File: src/gia_pkg.sv
// Package for the global interrupt aggregator: register offset, bit layout
// of the global flag/enable register, reset values and FIFO sizes.
// Assumes a 16-bit register word and a single register clock.
package gia_pkg;
  localparam int REG_ADDR_W = 4;
  localparam int IDX_W = 8;
  // Offsets (word index) of the register port
  localparam logic [3:0] OFF_GLOBAL = 4'h0;
  localparam logic [3:0] OFF_FIFO_A_IDX = 4'h1;
  localparam logic [3:0] OFF_FIFO_B_IDX = 4'h2;
  localparam logic [3:0] OFF_WAKE_STAT = 4'h3;
  // Bit positions in the global register
  localparam int BIT_MODULE = 15;
  localparam int BIT_PROTOCOL = 13;
  localparam int BIT_HOST_ERR = 14;
  localparam int BIT_WAKEUP = 12;
  localparam int BIT_FIFO_B = 11;
  localparam int BIT_FIFO_A = 10;
  localparam int BIT_RX_BUF = 9;
  localparam int BIT_TX_BUF = 8;
  localparam int BIT_MODULE_EN = 7;
  localparam int BIT_PROTOCOL_EN = 6;
  localparam int BIT_HOST_ERR_EN = 5;
  localparam int BIT_WAKEUP_EN = 4;
  localparam int BIT_FIFO_B_EN = 3;
  localparam int BIT_FIFO_A_EN = 2;
  localparam int BIT_RX_BUF_EN = 1;
  localparam int BIT_TX_BUF_EN = 0;
  // Reset values
  localparam logic [7:0] ENABLES_RESET = 8'h00;
  localparam logic [IDX_W-1:0] IDX_RESET = 8'h00;
  // Default FIFO window: read index wraps from last back to first
  localparam logic [IDX_W-1:0] FIFO_FIRST = 8'h00;
  localparam logic [IDX_W-1:0] FIFO_LAST = 8'h0F;
endpackage

File: src/global_interrupt_aggregator.sv
// Global interrupt flag/enable register and interrupt line generation.
// Assumes individual flag/enable vectors, FIFO occupancy and wakeup
// events are supplied synchronous to sys_clk by neighbouring blocks.
//
// Functional notes
// - Module summary ORs other enabled flags
// - Module line needs summary and enable
// - Protocol summary from both enabled flag words
// - Protocol line needs summary and enable
// - Host error summary from flags and enable
// - Host error line needs summary and enable
// - Wakeup symbol sets wakeup flag
// - Wakeup line needs flag and enable
// - FIFO B not empty sets its flag
// - Write one advances FIFO B index
// - FIFO B line needs flag and enable
// - FIFO A not empty sets its flag
// - Write one advances FIFO A index
// - FIFO A line needs flag and enable
// - Receive summary from enabled receive buffers
// - Software cannot clear receive summary
// - Only wakeup and FIFO flags clearable
// - Writing zero leaves flag unchanged
// - Wakeup set wins over simultaneous clear
// - Summaries drop when sources cleared
// - Module enable bit gates module line
// - Receive enable bit gates receive line
//
// The implementer's own choices: the register offsets and the plain strobed port.
`timescale 1ns/1ps
module global_interrupt_aggregator
  import gia_pkg::*;
(
  input wire logic sys_clk,
  input wire logic sys_rst,
  input wire logic [gia_pkg::REG_ADDR_W-1:0] reg_addr,
  input wire logic [15:0] reg_wdata,
  input wire logic reg_wr,
  input wire logic reg_rd,
  output logic [15:0] reg_rdata,
  input wire logic [15:0] protocol_flags_low,
  input wire logic [15:0] protocol_enables_low,
  input wire logic [15:0] protocol_flags_high,
  input wire logic [15:0] protocol_enables_high,
  input wire logic [15:0] host_iface_error_flags,
  input wire logic [31:0] buffer_irq_flag,
  input wire logic [31:0] buffer_irq_enable,
  input wire logic [31:0] buffer_direction,
  input wire logic transmit_buffer_summary_flag,
  input wire logic wakeup_symbol_a,
  input wire logic wakeup_symbol_b,
  input wire logic fifo_a_fill,
  input wire logic fifo_b_fill,
  output logic fifo_a_pop,
  output logic fifo_b_pop,
  output logic [gia_pkg::IDX_W-1:0] fifo_a_read_index,
  output logic [gia_pkg::IDX_W-1:0] fifo_b_read_index,
  output logic module_irq,
  output logic protocol_irq,
  output logic host_iface_error_irq,
  output logic wakeup_irq,
  output logic fifo_a_irq,
  output logic fifo_b_irq,
  output logic receive_buffer_irq,
  output logic transmit_buffer_irq
);
  import gia_pkg::*;

  logic module_irq_enable;
  logic protocol_irq_enable;
  logic host_iface_error_irq_enable;
  logic wakeup_irq_enable;
  logic fifo_b_irq_enable;
  logic fifo_a_irq_enable;
  logic receive_buffer_irq_enable;
  logic transmit_buffer_irq_enable;
  logic wakeup_flag;
  logic fifo_a_not_empty_flag;
  logic fifo_b_not_empty_flag;
  logic wakeup_seen_channel_a;
  logic wakeup_seen_channel_b;
  logic module_summary_flag;
  logic protocol_summary_flag;
  logic host_iface_error_summary_flag;
  logic receive_buffer_summary_flag;
  logic [15:0] global_interrupt_flags_enables;
  logic global_wr;
  logic clr_wakeup;
  logic clr_fifo_a;
  logic clr_fifo_b;

  // Read index wraps back to the window start after the last slot
  function automatic logic [IDX_W-1:0] next_index(
    input logic [IDX_W-1:0] idx
  );
    next_index = (idx == FIFO_LAST) ? FIFO_FIRST : idx + 8'h01;
  endfunction

  // Write decode for the global register clear bits
  // clear only three flags
  assign global_wr = reg_wr && (reg_addr == OFF_GLOBAL);
  assign clr_wakeup = global_wr && reg_wdata[BIT_WAKEUP];
  assign clr_fifo_a = global_wr && reg_wdata[BIT_FIFO_A];
  assign clr_fifo_b = global_wr && reg_wdata[BIT_FIFO_B];
  assign fifo_a_pop = clr_fifo_a && fifo_a_not_empty_flag;
  assign fifo_b_pop = clr_fifo_b && fifo_b_not_empty_flag;

  // Enable bits, written whole on every global register write
  // module enable stored
  always_ff @(posedge sys_clk)
  begin
    if (sys_rst)
    begin
      {module_irq_enable, protocol_irq_enable, host_iface_error_irq_enable,
       wakeup_irq_enable, fifo_b_irq_enable, fifo_a_irq_enable,
       receive_buffer_irq_enable, transmit_buffer_irq_enable}
        <= ENABLES_RESET;
    end
    else if (global_wr)
    begin
      {module_irq_enable, protocol_irq_enable, host_iface_error_irq_enable,
       wakeup_irq_enable, fifo_b_irq_enable, fifo_a_irq_enable,
       receive_buffer_irq_enable, transmit_buffer_irq_enable}
        <= reg_wdata[7:0];
    end
  end

  // Wakeup flag and per-channel indications; set beats clear
  // wakeup symbol sets
  always_ff @(posedge sys_clk)
  begin
    if (sys_rst)
    begin
      wakeup_flag <= 1'b0;
    end
    else if (wakeup_symbol_a || wakeup_symbol_b)
    begin
      wakeup_flag <= 1'b1;
    end
    else if (clr_wakeup)
    begin
      wakeup_flag <= 1'b0;
    end
  end

  // Channel indications are cleared by writing one to the status word
  always_ff @(posedge sys_clk)
  begin
    if (sys_rst)
    begin
      wakeup_seen_channel_a <= 1'b0;
      wakeup_seen_channel_b <= 1'b0;
    end
    else
    begin
      wakeup_seen_channel_a <= wakeup_symbol_a || (wakeup_seen_channel_a &&
        !(reg_wr && reg_addr == OFF_WAKE_STAT && reg_wdata[0]));
      wakeup_seen_channel_b <= wakeup_symbol_b || (wakeup_seen_channel_b &&
        !(reg_wr && reg_addr == OFF_WAKE_STAT && reg_wdata[1]));
    end
  end

  // FIFO flags follow occupancy; a pop advances the read index.
  // The flag drops for the cycle after the pop and is re-set a cycle later if the
  // FIFO still holds data, so a one-cycle gap shows on the line.
  // FIFO B fill
  always_ff @(posedge sys_clk)
  begin
    if (sys_rst)
    begin
      fifo_a_not_empty_flag <= 1'b0;
      fifo_b_not_empty_flag <= 1'b0;
      fifo_a_read_index <= IDX_RESET;
      fifo_b_read_index <= IDX_RESET;
    end
    else
    begin
      fifo_a_not_empty_flag <= fifo_a_fill && !fifo_a_pop;
      fifo_b_not_empty_flag <= fifo_b_fill && !fifo_b_pop;
      if (fifo_a_pop)
      begin
        fifo_a_read_index <= next_index(fifo_a_read_index);
      end
      if (fifo_b_pop)
      begin
        fifo_b_read_index <= next_index(fifo_b_read_index);
      end
    end
  end

  // Summary flags are pure ORs of flag-and-enable, so they drop by
  // themselves once software clears every source or enable
  // protocol summary
  always_ff @(posedge sys_clk)
  begin
    if (sys_rst)
    begin
      protocol_summary_flag <= 1'b0;
      host_iface_error_summary_flag <= 1'b0;
      receive_buffer_summary_flag <= 1'b0;
    end
    else
    begin
      protocol_summary_flag <=
        |(protocol_flags_low & protocol_enables_low) ||
        |(protocol_flags_high & protocol_enables_high);
      host_iface_error_summary_flag <=
        |host_iface_error_flags && host_iface_error_irq_enable;
      receive_buffer_summary_flag <=
        |(buffer_irq_flag & buffer_irq_enable & buffer_direction);
    end
  end

  // Module summary from the other flags with their enables
  // module summary
  assign module_summary_flag =
    (protocol_summary_flag && protocol_irq_enable) ||
    (host_iface_error_summary_flag && host_iface_error_irq_enable) ||
    (wakeup_flag && wakeup_irq_enable) ||
    (fifo_b_not_empty_flag && fifo_b_irq_enable) ||
    (fifo_a_not_empty_flag && fifo_a_irq_enable) ||
    (receive_buffer_summary_flag && receive_buffer_irq_enable) ||
    (transmit_buffer_summary_flag && transmit_buffer_irq_enable);

  // Interrupt lines registered so they are glitch-free levels
  // module line
  always_ff @(posedge sys_clk)
  begin
    if (sys_rst)
    begin
      module_irq <= 1'b0;
      protocol_irq <= 1'b0;
      host_iface_error_irq <= 1'b0;
      wakeup_irq <= 1'b0;
      fifo_a_irq <= 1'b0;
      fifo_b_irq <= 1'b0;
      receive_buffer_irq <= 1'b0;
      transmit_buffer_irq <= 1'b0;
    end
    else
    begin
      module_irq <= module_summary_flag && module_irq_enable;
      protocol_irq <= protocol_summary_flag && protocol_irq_enable;
      host_iface_error_irq <=
        host_iface_error_summary_flag && host_iface_error_irq_enable;
      wakeup_irq <= wakeup_flag && wakeup_irq_enable;
      fifo_a_irq <= fifo_a_not_empty_flag && fifo_a_irq_enable;
      fifo_b_irq <= fifo_b_not_empty_flag && fifo_b_irq_enable;
      receive_buffer_irq <=
        receive_buffer_summary_flag && receive_buffer_irq_enable;
      transmit_buffer_irq <=
        transmit_buffer_summary_flag && transmit_buffer_irq_enable;
    end
  end

  // Assembled view of the global register
  always_comb
  begin
    global_interrupt_flags_enables = 16'h0000;
    global_interrupt_flags_enables[BIT_MODULE] = module_summary_flag;
    global_interrupt_flags_enables[BIT_HOST_ERR] =
      host_iface_error_summary_flag;
    global_interrupt_flags_enables[BIT_PROTOCOL] = protocol_summary_flag;
    global_interrupt_flags_enables[BIT_WAKEUP] = wakeup_flag;
    global_interrupt_flags_enables[BIT_FIFO_B] = fifo_b_not_empty_flag;
    global_interrupt_flags_enables[BIT_FIFO_A] = fifo_a_not_empty_flag;
    global_interrupt_flags_enables[BIT_RX_BUF] = receive_buffer_summary_flag;
    global_interrupt_flags_enables[BIT_TX_BUF] = transmit_buffer_summary_flag;
    global_interrupt_flags_enables[7:0] = {module_irq_enable,
      protocol_irq_enable, host_iface_error_irq_enable, wakeup_irq_enable,
      fifo_b_irq_enable, fifo_a_irq_enable, receive_buffer_irq_enable,
      transmit_buffer_irq_enable};
  end

  // Read data stands the cycle after the strobe; unmapped reads zero
  always_ff @(posedge sys_clk)
  begin
    if (sys_rst)
    begin
      reg_rdata <= 16'h0000;
    end
    else if (reg_rd)
    begin
      case (reg_addr)
        OFF_GLOBAL: reg_rdata <= global_interrupt_flags_enables;
        OFF_FIFO_A_IDX: reg_rdata <= {8'h00, fifo_a_read_index};
        OFF_FIFO_B_IDX: reg_rdata <= {8'h00, fifo_b_read_index};
        OFF_WAKE_STAT: reg_rdata <=
          {14'h0000, wakeup_seen_channel_b, wakeup_seen_channel_a};
        default: reg_rdata <= 16'h0000;
      endcase
    end
    else
    begin
      reg_rdata <= 16'h0000;
    end
  end

  // Wakeup event on either channel in a clear cycle leaves the flag set
  a_wakeup_set_wins: assert property (
    @(posedge sys_clk) disable iff (sys_rst)
    ((wakeup_symbol_a || wakeup_symbol_b) && clr_wakeup) |=> wakeup_flag)
    else $error("wakeup flag lost on simultaneous clear");

  // Zero write does not clear the wakeup flag
  a_zero_write_keeps: assert property (
    @(posedge sys_clk) disable iff (sys_rst)
    (global_wr && !reg_wdata[BIT_WAKEUP] && wakeup_flag) |=> wakeup_flag)
    else $error("wakeup flag cleared by zero write");

  // Module line follows summary and enable one cycle later
  a_module_line: assert property (
    @(posedge sys_clk) disable iff (sys_rst)
    module_irq == $past(module_summary_flag && module_irq_enable))
    else $error("module line mismatch");

  // Host error line follows its summary and enable
  a_host_err_line: assert property (
    @(posedge sys_clk) disable iff (sys_rst)
    host_iface_error_irq ==
      $past(host_iface_error_summary_flag && host_iface_error_irq_enable))
    else $error("host error line mismatch");

  // FIFO A line follows its flag and enable
  a_fifo_a_line: assert property (
    @(posedge sys_clk) disable iff (sys_rst)
    fifo_a_irq == $past(fifo_a_not_empty_flag && fifo_a_irq_enable))
    else $error("FIFO A line mismatch");

  // FIFO B line follows its flag and enable
  a_fifo_b_line: assert property (
    @(posedge sys_clk) disable iff (sys_rst)
    fifo_b_irq == $past(fifo_b_not_empty_flag && fifo_b_irq_enable))
    else $error("FIFO B line mismatch");

  // A pop moves the FIFO A read index by one slot, wrapping at the end
  a_fifo_a_pop_idx: assert property (
    @(posedge sys_clk) disable iff (sys_rst)
    fifo_a_pop |=> fifo_a_read_index == next_index($past(fifo_a_read_index)))
    else $error("FIFO A index not advanced");

  // FIFO B flag comes back after a pop while data remain
  a_fifo_b_refill: assert property (
    @(posedge sys_clk) disable iff (sys_rst)
    (fifo_b_pop && fifo_b_fill) ##1 fifo_b_fill |=> fifo_b_not_empty_flag)
    else $error("FIFO B flag not set again");

  // Receive line stays low while its enable is low
  a_rx_summary_line: assert property (
    @(posedge sys_clk) disable iff (sys_rst)
    !receive_buffer_irq_enable ##1 !receive_buffer_irq_enable
    |=> !receive_buffer_irq)
    else $error("receive line with enable low");

  // Writing one to the receive summary bit cannot clear it
  a_rx_no_clear: assert property (
    @(posedge sys_clk) disable iff (sys_rst)
    (global_wr && reg_wdata[BIT_RX_BUF] &&
      |(buffer_irq_flag & buffer_irq_enable & buffer_direction))
    |=> receive_buffer_summary_flag)
    else $error("receive summary cleared by software");

  // Wakeup line rises one cycle after the flag when enabled
  a_wakeup_irq_line: assert property (
    @(posedge sys_clk) disable iff (sys_rst)
    (wakeup_symbol_a || wakeup_symbol_b) ##1 wakeup_irq_enable |=> wakeup_irq)
    else $error("wakeup line missing");

  // Protocol summary and line drop once both flag words are clear
  a_protocol_drop: assert property (
    @(posedge sys_clk) disable iff (sys_rst)
    (protocol_flags_low == 16'h0000 && protocol_flags_high == 16'h0000)
    |=> !protocol_summary_flag ##1 !protocol_irq)
    else $error("protocol summary stuck");
endmodule

File: config.mk
export PLATFORM = sky130hd
export DESIGN_NAME = global_interrupt_aggregator
export DESIGN_NICKNAME = d
export VERILOG_FILES = /design/src/gia_pkg.sv /design/src/global_interrupt_aggregator.sv
export SDC_FILE = /design/constraint.sdc
export NUM_CORES = 1
export LEC_CHECK = 0
export ABC_AREA = 1
export BUFFER_PORTS_ARGS = -buffer_cell sky130_fd_sc_hd__buf_2
export CORE_AREA = 2 2 94 96
export CTS_CLUSTER_DIAMETER = 60
export CTS_CLUSTER_SIZE = 28
export DETAILED_ROUTE_END_ITERATION = 7
export DIE_AREA = 0 0 96 98
export PLACE_DENSITY = 0.78
export SYNTH_ARGS = -nofsm -noshare
export SYNTH_HDL_FRONTEND = slang
export SYNTH_SLANG_ARGS = --single-unit
File: constraint.sdc
create_clock -name sys_clk -period 2.5 [get_ports sys_clk]
set_clock_uncertainty 0.1 [all_clocks]
set_input_delay 0.125 -clock sys_clk [delete_from_list [all_inputs] [get_ports sys_clk]]
set_output_delay 0.125 -clock sys_clk [all_outputs]
set_load 0.02 [all_outputs]
==> results of run 1 <==
## cells by family after synthesis
kind of cell	after synthesis	synth area share
and+or+nand+nor	278	0.4161
buffers and inverters	56	0.08058
DFF	56	0.3945
AOI/OAI and AO/OA	51	0.09379
xor gates and xnor gates	2	0.006166
adders and majority gates	2	0.008805
## cells in the mapped netlist
cell	count	area share
o211ai_1	1	0.0026
nand4_1	2	0.0044
nand3_4	1	0.0062
nand3_1	50	0.088
xor2_1	2	0.0062
ha_1	2	0.0088
a21oi_1	22	0.039
o21ai_0	23	0.041
nand2_1	136	0.18
dfxtp_1	56	0.39
a21oi_2	1	0.0031
nor2_1	78	0.10
buf_6	2	0.0079
nor3_1	1	0.0018
a31oi_1	2	0.0044
nor2_4	4	0.016
inv_1	50	0.066
buf_1	1	0.0013
buf_2	3	0.0053
nor3_2	3	0.011
nor4_1	2	0.0044
nand2_2	1	0.0022
o22ai_1	2	0.0044
## power by group through the flow
stage	Clock, mW	Combinational, mW	Sequential (mW)
finish	0.590	0.285	0.911
CTS	0.596	0.287	0.911
detailed placement	0	0.276	0.932
global route	0.631	0.323	0.912
floorplan	0	0.0973	0.931
global placement	0	0.267	0.931
## critical path, cell delays in order, from the launching register on
cell and delay, ps:
dfxtp_1 380, nand2_1 100, nor2_4 320, buf_2 250
## area by class of cell
| type | count | area [um2] | share of cell area |
|---|---|---|---|
| tap | 108 | 135.1 | 0.03115 |
| timing repair buffer | 249 | 1286 | 0.2965 |
| sequential | 56 | 1121 | 0.2584 |
| clock buffer | 5 | 68.82 | 0.01586 |
| multi-input combinational | 333 | 1491 | 0.3438 |
| clock inverter | 3 | 47.55 | 0.01096 |
| inverter | 50 | 187.7 | 0.04327 |
## per-stage QoR
step | power (mW) | setup WS (ps)
after floorplan | 1.028 | 1074
after global placement | 1.198 | 931.8
after detailed placement | 1.208 | 898.0
after CTS | 1.794 | 913.5
after global routing | 1.867 | 840.0
final | 1.787 | 927.0
## cells in the final DEF (no fill, tap or decap)
master / count
o21ai_0: 23
dfxtp_1: 56
a21oi_2: 1
buf_2: 241
nand3_4: 1
clkinv_4: 2
o211ai_1: 1
nand4_1: 2
nor4_1: 2
nor3_2: 3
a31oi_1: 2
dlygate4sd3_1: 8
a21oi_1: 22
o22ai_1: 2
nor3_1: 1
bufinv_16: 1
nand3_1: 50
ha_1: 2
nor2_1: 78
nand2_1: 136
nor2_4: 4
inv_1: 50
clkbuf_8: 5
nand2_2: 1
xor2_1: 2
## metal layers
layer | part of all wire | track usage | vias to the layer above
li1 | - | - | 1910
met4 | 0.019 | 0.05824 | 0
met2 | 0.51 | 0.3419 | 160
met5 | 0 | 0 | -
met3 | 0.076 | 0.03935 | 14
met1 | 0.39 | 0.2258 | 1608
## worst max path at each step
stage / startpoint / endpoint / slack, ps / cells past startpoint
global route: fifo_a_not_empty_flag / fifo_a_pop / 840 / 3
detailed placement: sys_rst / reg_rdata[14] / 900 / 6
floorplan: fifo_a_read_index[1] / fifo_a_read_index[1] / 1070 / 6
global placement: sys_rst / reg_rdata[4] / 930 / 6
CTS: fifo_a_not_empty_flag / fifo_a_pop / 910 / 3
finish: fifo_a_not_empty_flag / fifo_a_pop / 930 / 3
## what timing repair did
item / 4_1_cts / 5_1_grt
endpoints found under the hold margin: 8 / 0
endpoints found under the setup margin: 0 / 0
hold buffers: 8 / 0
==> flow_summary.toml, run 1 <==
[status]
status = "completed"

[layout]
utilization = 0.5124
top_register = "reg_rdata"
final_area_um2 = 4338
area_growth_pct = 52.66
reg_top3 = "reg_rdata (16), fifo_a_read_index (8), fifo_b_read_index (8)"
n_fill_cell = 812
largest_reg_flops = 16
drive_above_1_share = 0.3721
nNetsFinal = 902
layout.cells.non_filler = 804
n_antenna_cell = 0

[floorplanning]
core-area_um2 = 8466
die-area_um2 = 9408
fp.dieW_um = 96
io_pins = 247
start_util = 0.3356
die_h_um = 98
num_rows = 34

[drt]
wire_per_inst_um = 11.40
dr_total_vias = 3692
antenna_left = 0
first_pass_iters = 4
routed_wl_um = 9165
drc = 0
drt_iter0_markers = 187
viasPerCell = 4.592

[cts]
clkSinkCount = 56
clk_latency_ps = 310
cts_buffers = 5
cts_root_buf = "clkbuf_8"
cts_setup_buffers = 0
ctsResizeCount = 0
clockBufferDepth = 2
cts_tree = "done"
clk_pin_slew_ps = 100
h-tree-depth = 2

[yosys]
synth-seq-cells = 56
synth_fp_nets = 652
syn_area_per_cell_um2 = 6.385
synth_area_um2 = 2841
yosysSeqAreaShare = 0.3945
synth_warnings = 0
synth_cell_types = 23
netlist_instances = 445

[timing]
slew_headroom = 0.6711
period_needed_ps = 1573
worst_slew_pin_slew_ps = 492.8
finalCritPeriodShare = 0.6292
rsz0062_at_grt = "false"
slew_viol_final = 0
finalHoldViolations = 0
holdWs_ps = 20.28
fmax_mhz = 635.7
finalSetupViolCount = 0
totalNegativeSetupSlack_ps = 0

[placement]
gp_congestion = 0.8549
io_buffers = 241
placed_area_um2 = 4141
place_inst = 788
dp_hpwl_um = 7752

[worst_setup_path]
start_kind = "register"
required_ps = 2280
r2r_cells = 6
crit_type = "reg2out"
r2r_end = "fifo_a_read_index[1]"
crit_fanout = 15
critPathArrivalTime_ps = 1350
cp-end-kind = "output port"
r2r-start = "fifo_a_read_index[1]"
rrSetupSlack_ps = 1060

[run]
drv_cap = 0

[power]
power_density_nw_per_um2 = 411.8
sw_frac_of_total = 0.2363
p_leak_nw = 2.405
seqPwrFrac = 0.510
power_frac_comb = 0.160
ir_drop_uv = 270.8
power.switching_mw = 0.4222
p_int_mw = 1.364
clockPowerShare = 0.330

[global_route]
grt_pass1_vias = 3482
antenna_found_initial = 0
track_usage = 0.1915
grt_remaining_overflow = 0
grt_start_max_net_pins = 20
grt_pass1_wl_um = 14700

[hold_path]
min-delay-start = "host_iface_error_flags[13]"
hold_depth = 3
min_path_type = "in2reg"
holdPathEnd = "host_iface_error_summary_flag"
(Power assumes the default switching activity.)
==> inputs of run 2 (changes only) <==
--- a/config.mk
+++ b/config.mk
@@ -7,12 +7,12 @@
 export LEC_CHECK = 0
 export ABC_AREA = 1
 export BUFFER_PORTS_ARGS = -buffer_cell sky130_fd_sc_hd__buf_2
-export CORE_AREA = 2 2 94 96
+export CORE_AREA = 2 2 95 97
 export CTS_CLUSTER_DIAMETER = 60
 export CTS_CLUSTER_SIZE = 28
 export DETAILED_ROUTE_END_ITERATION = 7
-export DIE_AREA = 0 0 96 98
-export PLACE_DENSITY = 0.78
+export DIE_AREA = 0 0 97 99
+export PLACE_DENSITY = 0.77
 export SYNTH_ARGS = -nofsm -noshare
 export SYNTH_HDL_FRONTEND = slang
 export SYNTH_SLANG_ARGS = --single-unit
==> constraint.sdc (replaced) <==
create_clock -name sys_clk -period 1.6 [get_ports sys_clk]
set_clock_uncertainty 0.1 [all_clocks]
set_input_delay 0.08 -clock sys_clk [delete_from_list [all_inputs] [get_ports sys_clk]]
set_output_delay 0.08 -clock sys_clk [all_outputs]
set_load 0.02 [all_outputs]
==> flow_summary.toml, run 2 (synthesis results as in run 1) <==
[status]
status = "complete, but fails checks"
failed_checks = "hold timing"

[placement]
placed_area_um2 = 4172
gp_congestion = 0.8827
place_inst = 792
dp_hpwl_um = 8118
io_buffers = 241

[worst_setup_path]
crit_fanout = 10
required_ps = 1420
crit_type = "reg2out"
cp-end-kind = "output port"
r2r_cells = 6
crit_end = "fifo_b_pop"
rrSetupSlack_ps = 180
r2r-start = "fifo_a_read_index[1]"
start_kind = "register"
r2r_end = "fifo_a_read_index[0]"
critPathArrivalTime_ps = 1330
startpoint = "fifo_b_not_empty_flag"

[layout]
n_antenna_cell = 0
largest_reg_flops = 16
area_growth_pct = 58.52
final_cell_mix = "buf_2, nand2_1, nor2_1, dfxtp_1"
top_register = "reg_rdata"
reg_top3 = "reg_rdata (16), fifo_a_read_index (8), fifo_b_read_index (8)"
drive_above_1_share = 0.3757
nNetsFinal = 922
layout.cells.non_filler = 824
utilization = 0.5268
final_area_um2 = 4504
final_common_cell = "buf_2"

[drt]
wire_per_inst_um = 12.40
viasPerCell = 4.669
routedLengthMet1_um = 4071
dr_total_vias = 3847
routed_wl_um = 10220
drc = 0
antenna_left = 0
first_pass_iters = 5
wl_met3_um = 792
drt_iter0_markers = 168
dr.max_layer_used = "met4"
met2_length_um = 4943

[global_route]
antenna_found_initial = 0
grt_pass1_wl_um = 15850
grt_remaining_overflow = 0
grt_pass1_vias = 3639
track_usage = 0.1985
grt_start_max_net_pins = 19

[timing]
totalNegativeSetupSlack_ps = 0
slew_viol_final = 0
finalHoldViolations = 1
fmax_mhz = 662.9
finalSetupViolCount = 0
period_needed_ps = 1508
finalCritPeriodShare = 0.9428
rsz0062_at_grt = "false"
slew_headroom = 0.7987
worst_slew_pin_slew_ps = 301.2
holdWs_ps = -20.14

[floorplanning]
io_pins = 247
num_rows = 34
fp.dieW_um = 97
die-area_um2 = 9603
start_util = 0.3323
die_h_um = 99
core-area_um2 = 8551

[cts]
clkSinkCount = 56
clk_latency_ps = 320
cts_tree = "done"
h-tree-depth = 2
cts_buffers = 5
clockBufferDepth = 2
clk_pin_slew_ps = 110
cts_root_buf = "clkbuf_8"

[power]
ir_drop_uv = 382.5
p_leak_nw = 2.488
power_density_nw_per_um2 = 602.8

[hold_path]
min_path_type = "in2reg"

[run]
drv_cap = 0
## run 2: cell count changes in the layout (fill, tap and decap cells not counted)
cell | previous run | this run
buf_4 | 0 | 8
bufinv_16 | 1 | 0
clkinv_2 | 0 | 1
clkinv_4 | 2 | 1
dlygate4sd3_1 | 8 | 20
inv_6 | 0 | 1
nor3_1 | 1 | 0
nor3_2 | 3 | 4
nor4_1 | 2 | 1
nor4_2 | 0 | 1
## run 2: layer usage
layer / up-vias / GRT usage
met1: 1672 / 0.2213
met4: 0 / 0.09751
li1: 1948 / -
met5: - / 0
met3: 39 / 0.04752
met2: 188 / 0.3547
## run 2: area by class of cell
cell class | instances | area, um2
fillers | 837 | 4046
multi-input cells | 333 | 1503
repair buffers | 269 | 1466
flip-flops and latches | 56 | 1121
inverters | 50 | 187.7
well taps | 108 | 135.1
clock buffers | 5 | 68.82
clock inverters | 3 | 22.52
## run 2: critical path: stages (launching register included)
cell and delay (ps):
dfxtp_1 350, nand2_1 100, nor2_4 230, buf_4 170, buf_2 160
## run 2: how the worst min path moves through the flow
stage	from	endpoint	slack, ps	cells past startpoint
floorplan	transmit_buffer_summary_flag	reg_rdata[8]	90	2
finish	host_iface_error_flags[4]	host_iface_error_summary_flag	-20	3
global route	host_iface_error_flags[4]	host_iface_error_summary_flag	0.2	3
global placement	transmit_buffer_summary_flag	reg_rdata[8]	220	3
detailed placement	transmit_buffer_summary_flag	reg_rdata[8]	220	3
CTS	sys_rst	fifo_b_read_index[2]	10	4
## run 2: metrics by stage
stage	setup WS [ps]	power [mW]
after CTS	45.60	2.704
after detailed placement	183.0	1.892
final	91.54	2.715
after global routing	6.868	2.822
after floorplan	174.3	1.606
after global placement	253.8	1.878
## run 2: repair_timing
action | CTS | global route
buffers inserted | 0 | 4
setup endpoints to repair | 0 | 6
resized for setup | 0 | 2
hold endpoints to repair | 16 | 1
hold buffers | 19 | 2
## run 2: power breakdown
group / internal (mW) / total (mW) / switching, mW
Sequential: 1.41 / 1.42 / 0.0123
Combinational: 0.274 / 0.485 / 0.211
Clock: 0.315 / 0.806 / 0.491
==> inputs of run 3 (changes only) <==
--- a/config.mk
+++ b/config.mk
@@ -12,7 +12,7 @@
 export CTS_CLUSTER_SIZE = 28
 export DETAILED_ROUTE_END_ITERATION = 7
 export DIE_AREA = 0 0 97 99
-export PLACE_DENSITY = 0.77
+export PLACE_DENSITY = 0.81
 export SYNTH_ARGS = -nofsm -noshare
 export SYNTH_HDL_FRONTEND = slang
 export SYNTH_SLANG_ARGS = --single-unit
==> flow_summary.toml, run 3 (synthesis results as in run 1) <==
[floorplanning]
start_util = 0.3323
die_h_um = 99
io_pins = 247
die-area_um2 = 9603
num_rows = 34
fp.dieW_um = 97
core-area_um2 = 8551

[global_route]
antenna_found_initial = 0
grt_remaining_overflow = 0
grt_pass1_wl_um = 15170
grt_start_max_net_pins = 19
track_usage = 0.1898
grt_pass1_vias = 3492

[layout]
top_register = "reg_rdata"
utilization = 0.5209
n_fill_cell = 830
nNetsFinal = 916
final_cell_mix = "buf_2, nand2_1, nor2_1, dfxtp_1"
area_growth_pct = 56.76
drive_above_1_share = 0.3732
reg_top3 = "reg_rdata (16), fifo_a_read_index (8), fifo_b_read_index (8)"
final_common_cell = "buf_2"
largest_reg_flops = 16
n_antenna_cell = 0

[drt]
routedLengthMet1_um = 3709
wire_per_inst_um = 11.49
viasPerCell = 4.509
dr.max_layer_used = "met4"
first_pass_iters = 5
dr_total_vias = 3688
met2_length_um = 4828
drt_iter0_markers = 186
wl_met3_um = 702
antenna_left = 0
drc = 0
routed_wl_um = 9401

[power]
p_leak_nw = 2.460
ir_drop_uv = 319.0
power_density_nw_per_um2 = 601.3

[run]
drv_cap = 0

[timing]
fmax_mhz = 656.4
finalSetupViolCount = 0
worst_slew_pin_slew_ps = 363.7
rsz0062_at_grt = "false"
finalCritPeriodShare = 0.9521
period_needed_ps = 1523
totalNegativeSetupSlack_ps = 0
finalHoldViolations = 0
slew_headroom = 0.7570
slew_viol_final = 0

[cts]
h-tree-depth = 2
cts_buffers = 5
clk_latency_ps = 320
clkSinkCount = 56
clockBufferDepth = 2
cts_tree = "done"
clk_pin_slew_ps = 100
cts_root_buf = "clkbuf_8"

[hold_path]
min_path_type = "in2reg"

[placement]
gp_congestion = 0.8744
dp_hpwl_um = 7678
io_buffers = 241

[worst_setup_path]
crit_top_cell = "dlygate4sd3_1"
slowest_delay_ps = 610
path_cells = "dlygate4sd3_1, buf_2, nor4_2, dlygate4sd3_1, a31oi_1"
critPathArrivalTime_ps = 1630
crit_fanout = 1
cp-end-kind = "register"
crit_slowest_cell = "dlygate4sd3_1"
required_ps = 1710
start_kind = "input pin"
crit_type = "in2reg"

[status]
status = "completed"
-- run 3: cell count changes in the layout (fill, tap and decap cells not counted) --
cell / delta
buf_4: -4
dlygate4sd3_1: -2
-- run 3: per-stage QoR --
stage                     setup slack [ps]  area, um2  hold WS, ps  std cells  total power [mW]
after floorplan                      174.3       2841        92.22        445             1.606
after global placement               230.8       4172        214.8        792             1.880
after detailed placement             199.3       4172        221.3        792             1.887
after CTS                            58.96       4443        28.20        818             2.686
after global routing                 4.341       4454        70.15        818             2.808
final                                76.57       4454        24.28        818             2.678
-- run 3: per-layer routing --
metal	global-route usage	vias up
met4	0.06067	0
met2	0.3510	147
met3	0.04823	14
met1	0.2134	1589
li1	-	1938
met5	0	-
-- run 3: worst paths after layout --
kind	startpoint	to	slack (ps)	cells past startpoint
hold reg to reg	host_iface_error_summary_flag	reg_rdata[14]	340	2
setup / recovery	host_iface_error_flags[7]	host_iface_error_summary_flag	80	5
setup reg to reg	fifo_b_read_index[0]	fifo_b_read_index[5]	180	8
hold / removal	protocol_enables_high[3]	protocol_summary_flag	20	5
-- run 3: layout make-up --
type                       instances  area (um2)  share of cell area
clock buffer                       5       68.82             0.01545
multi-input combinational        333        1503              0.3374
sequential                        56        1121              0.2517
tap                              108       135.1             0.03034
timing repair buffer             263        1416              0.3180
clock inverter                     3       22.52            0.005056
inverter                          50       187.7             0.04213
-- run 3: power breakdown --
| part | leakage (nW) | switching, mW | internal (mW) |
|---|---|---|---|
| registers | 0.454 | 0.0125 | 1.41 |
| logic | 1.96 | 0.200 | 0.269 |
| clock network | 0.0485 | 0.471 | 0.315 |
| total | 2.46 | 0.684 | 1.99 |
-- run 3: what timing repair did --
action / in CTS / in global routing
hold buffers: 18 / 0
buffers inserted: 0 / 0
resized for setup: 0 / 2
endpoints found under the setup margin: 0 / 4
hold endpoints to repair: 16 / 0
-- run 3: critical path, delay by kind of cell --
family	cells	cell delay, ps
compound gates	1	80
buf+inv	3	1300
simple gates	1	170
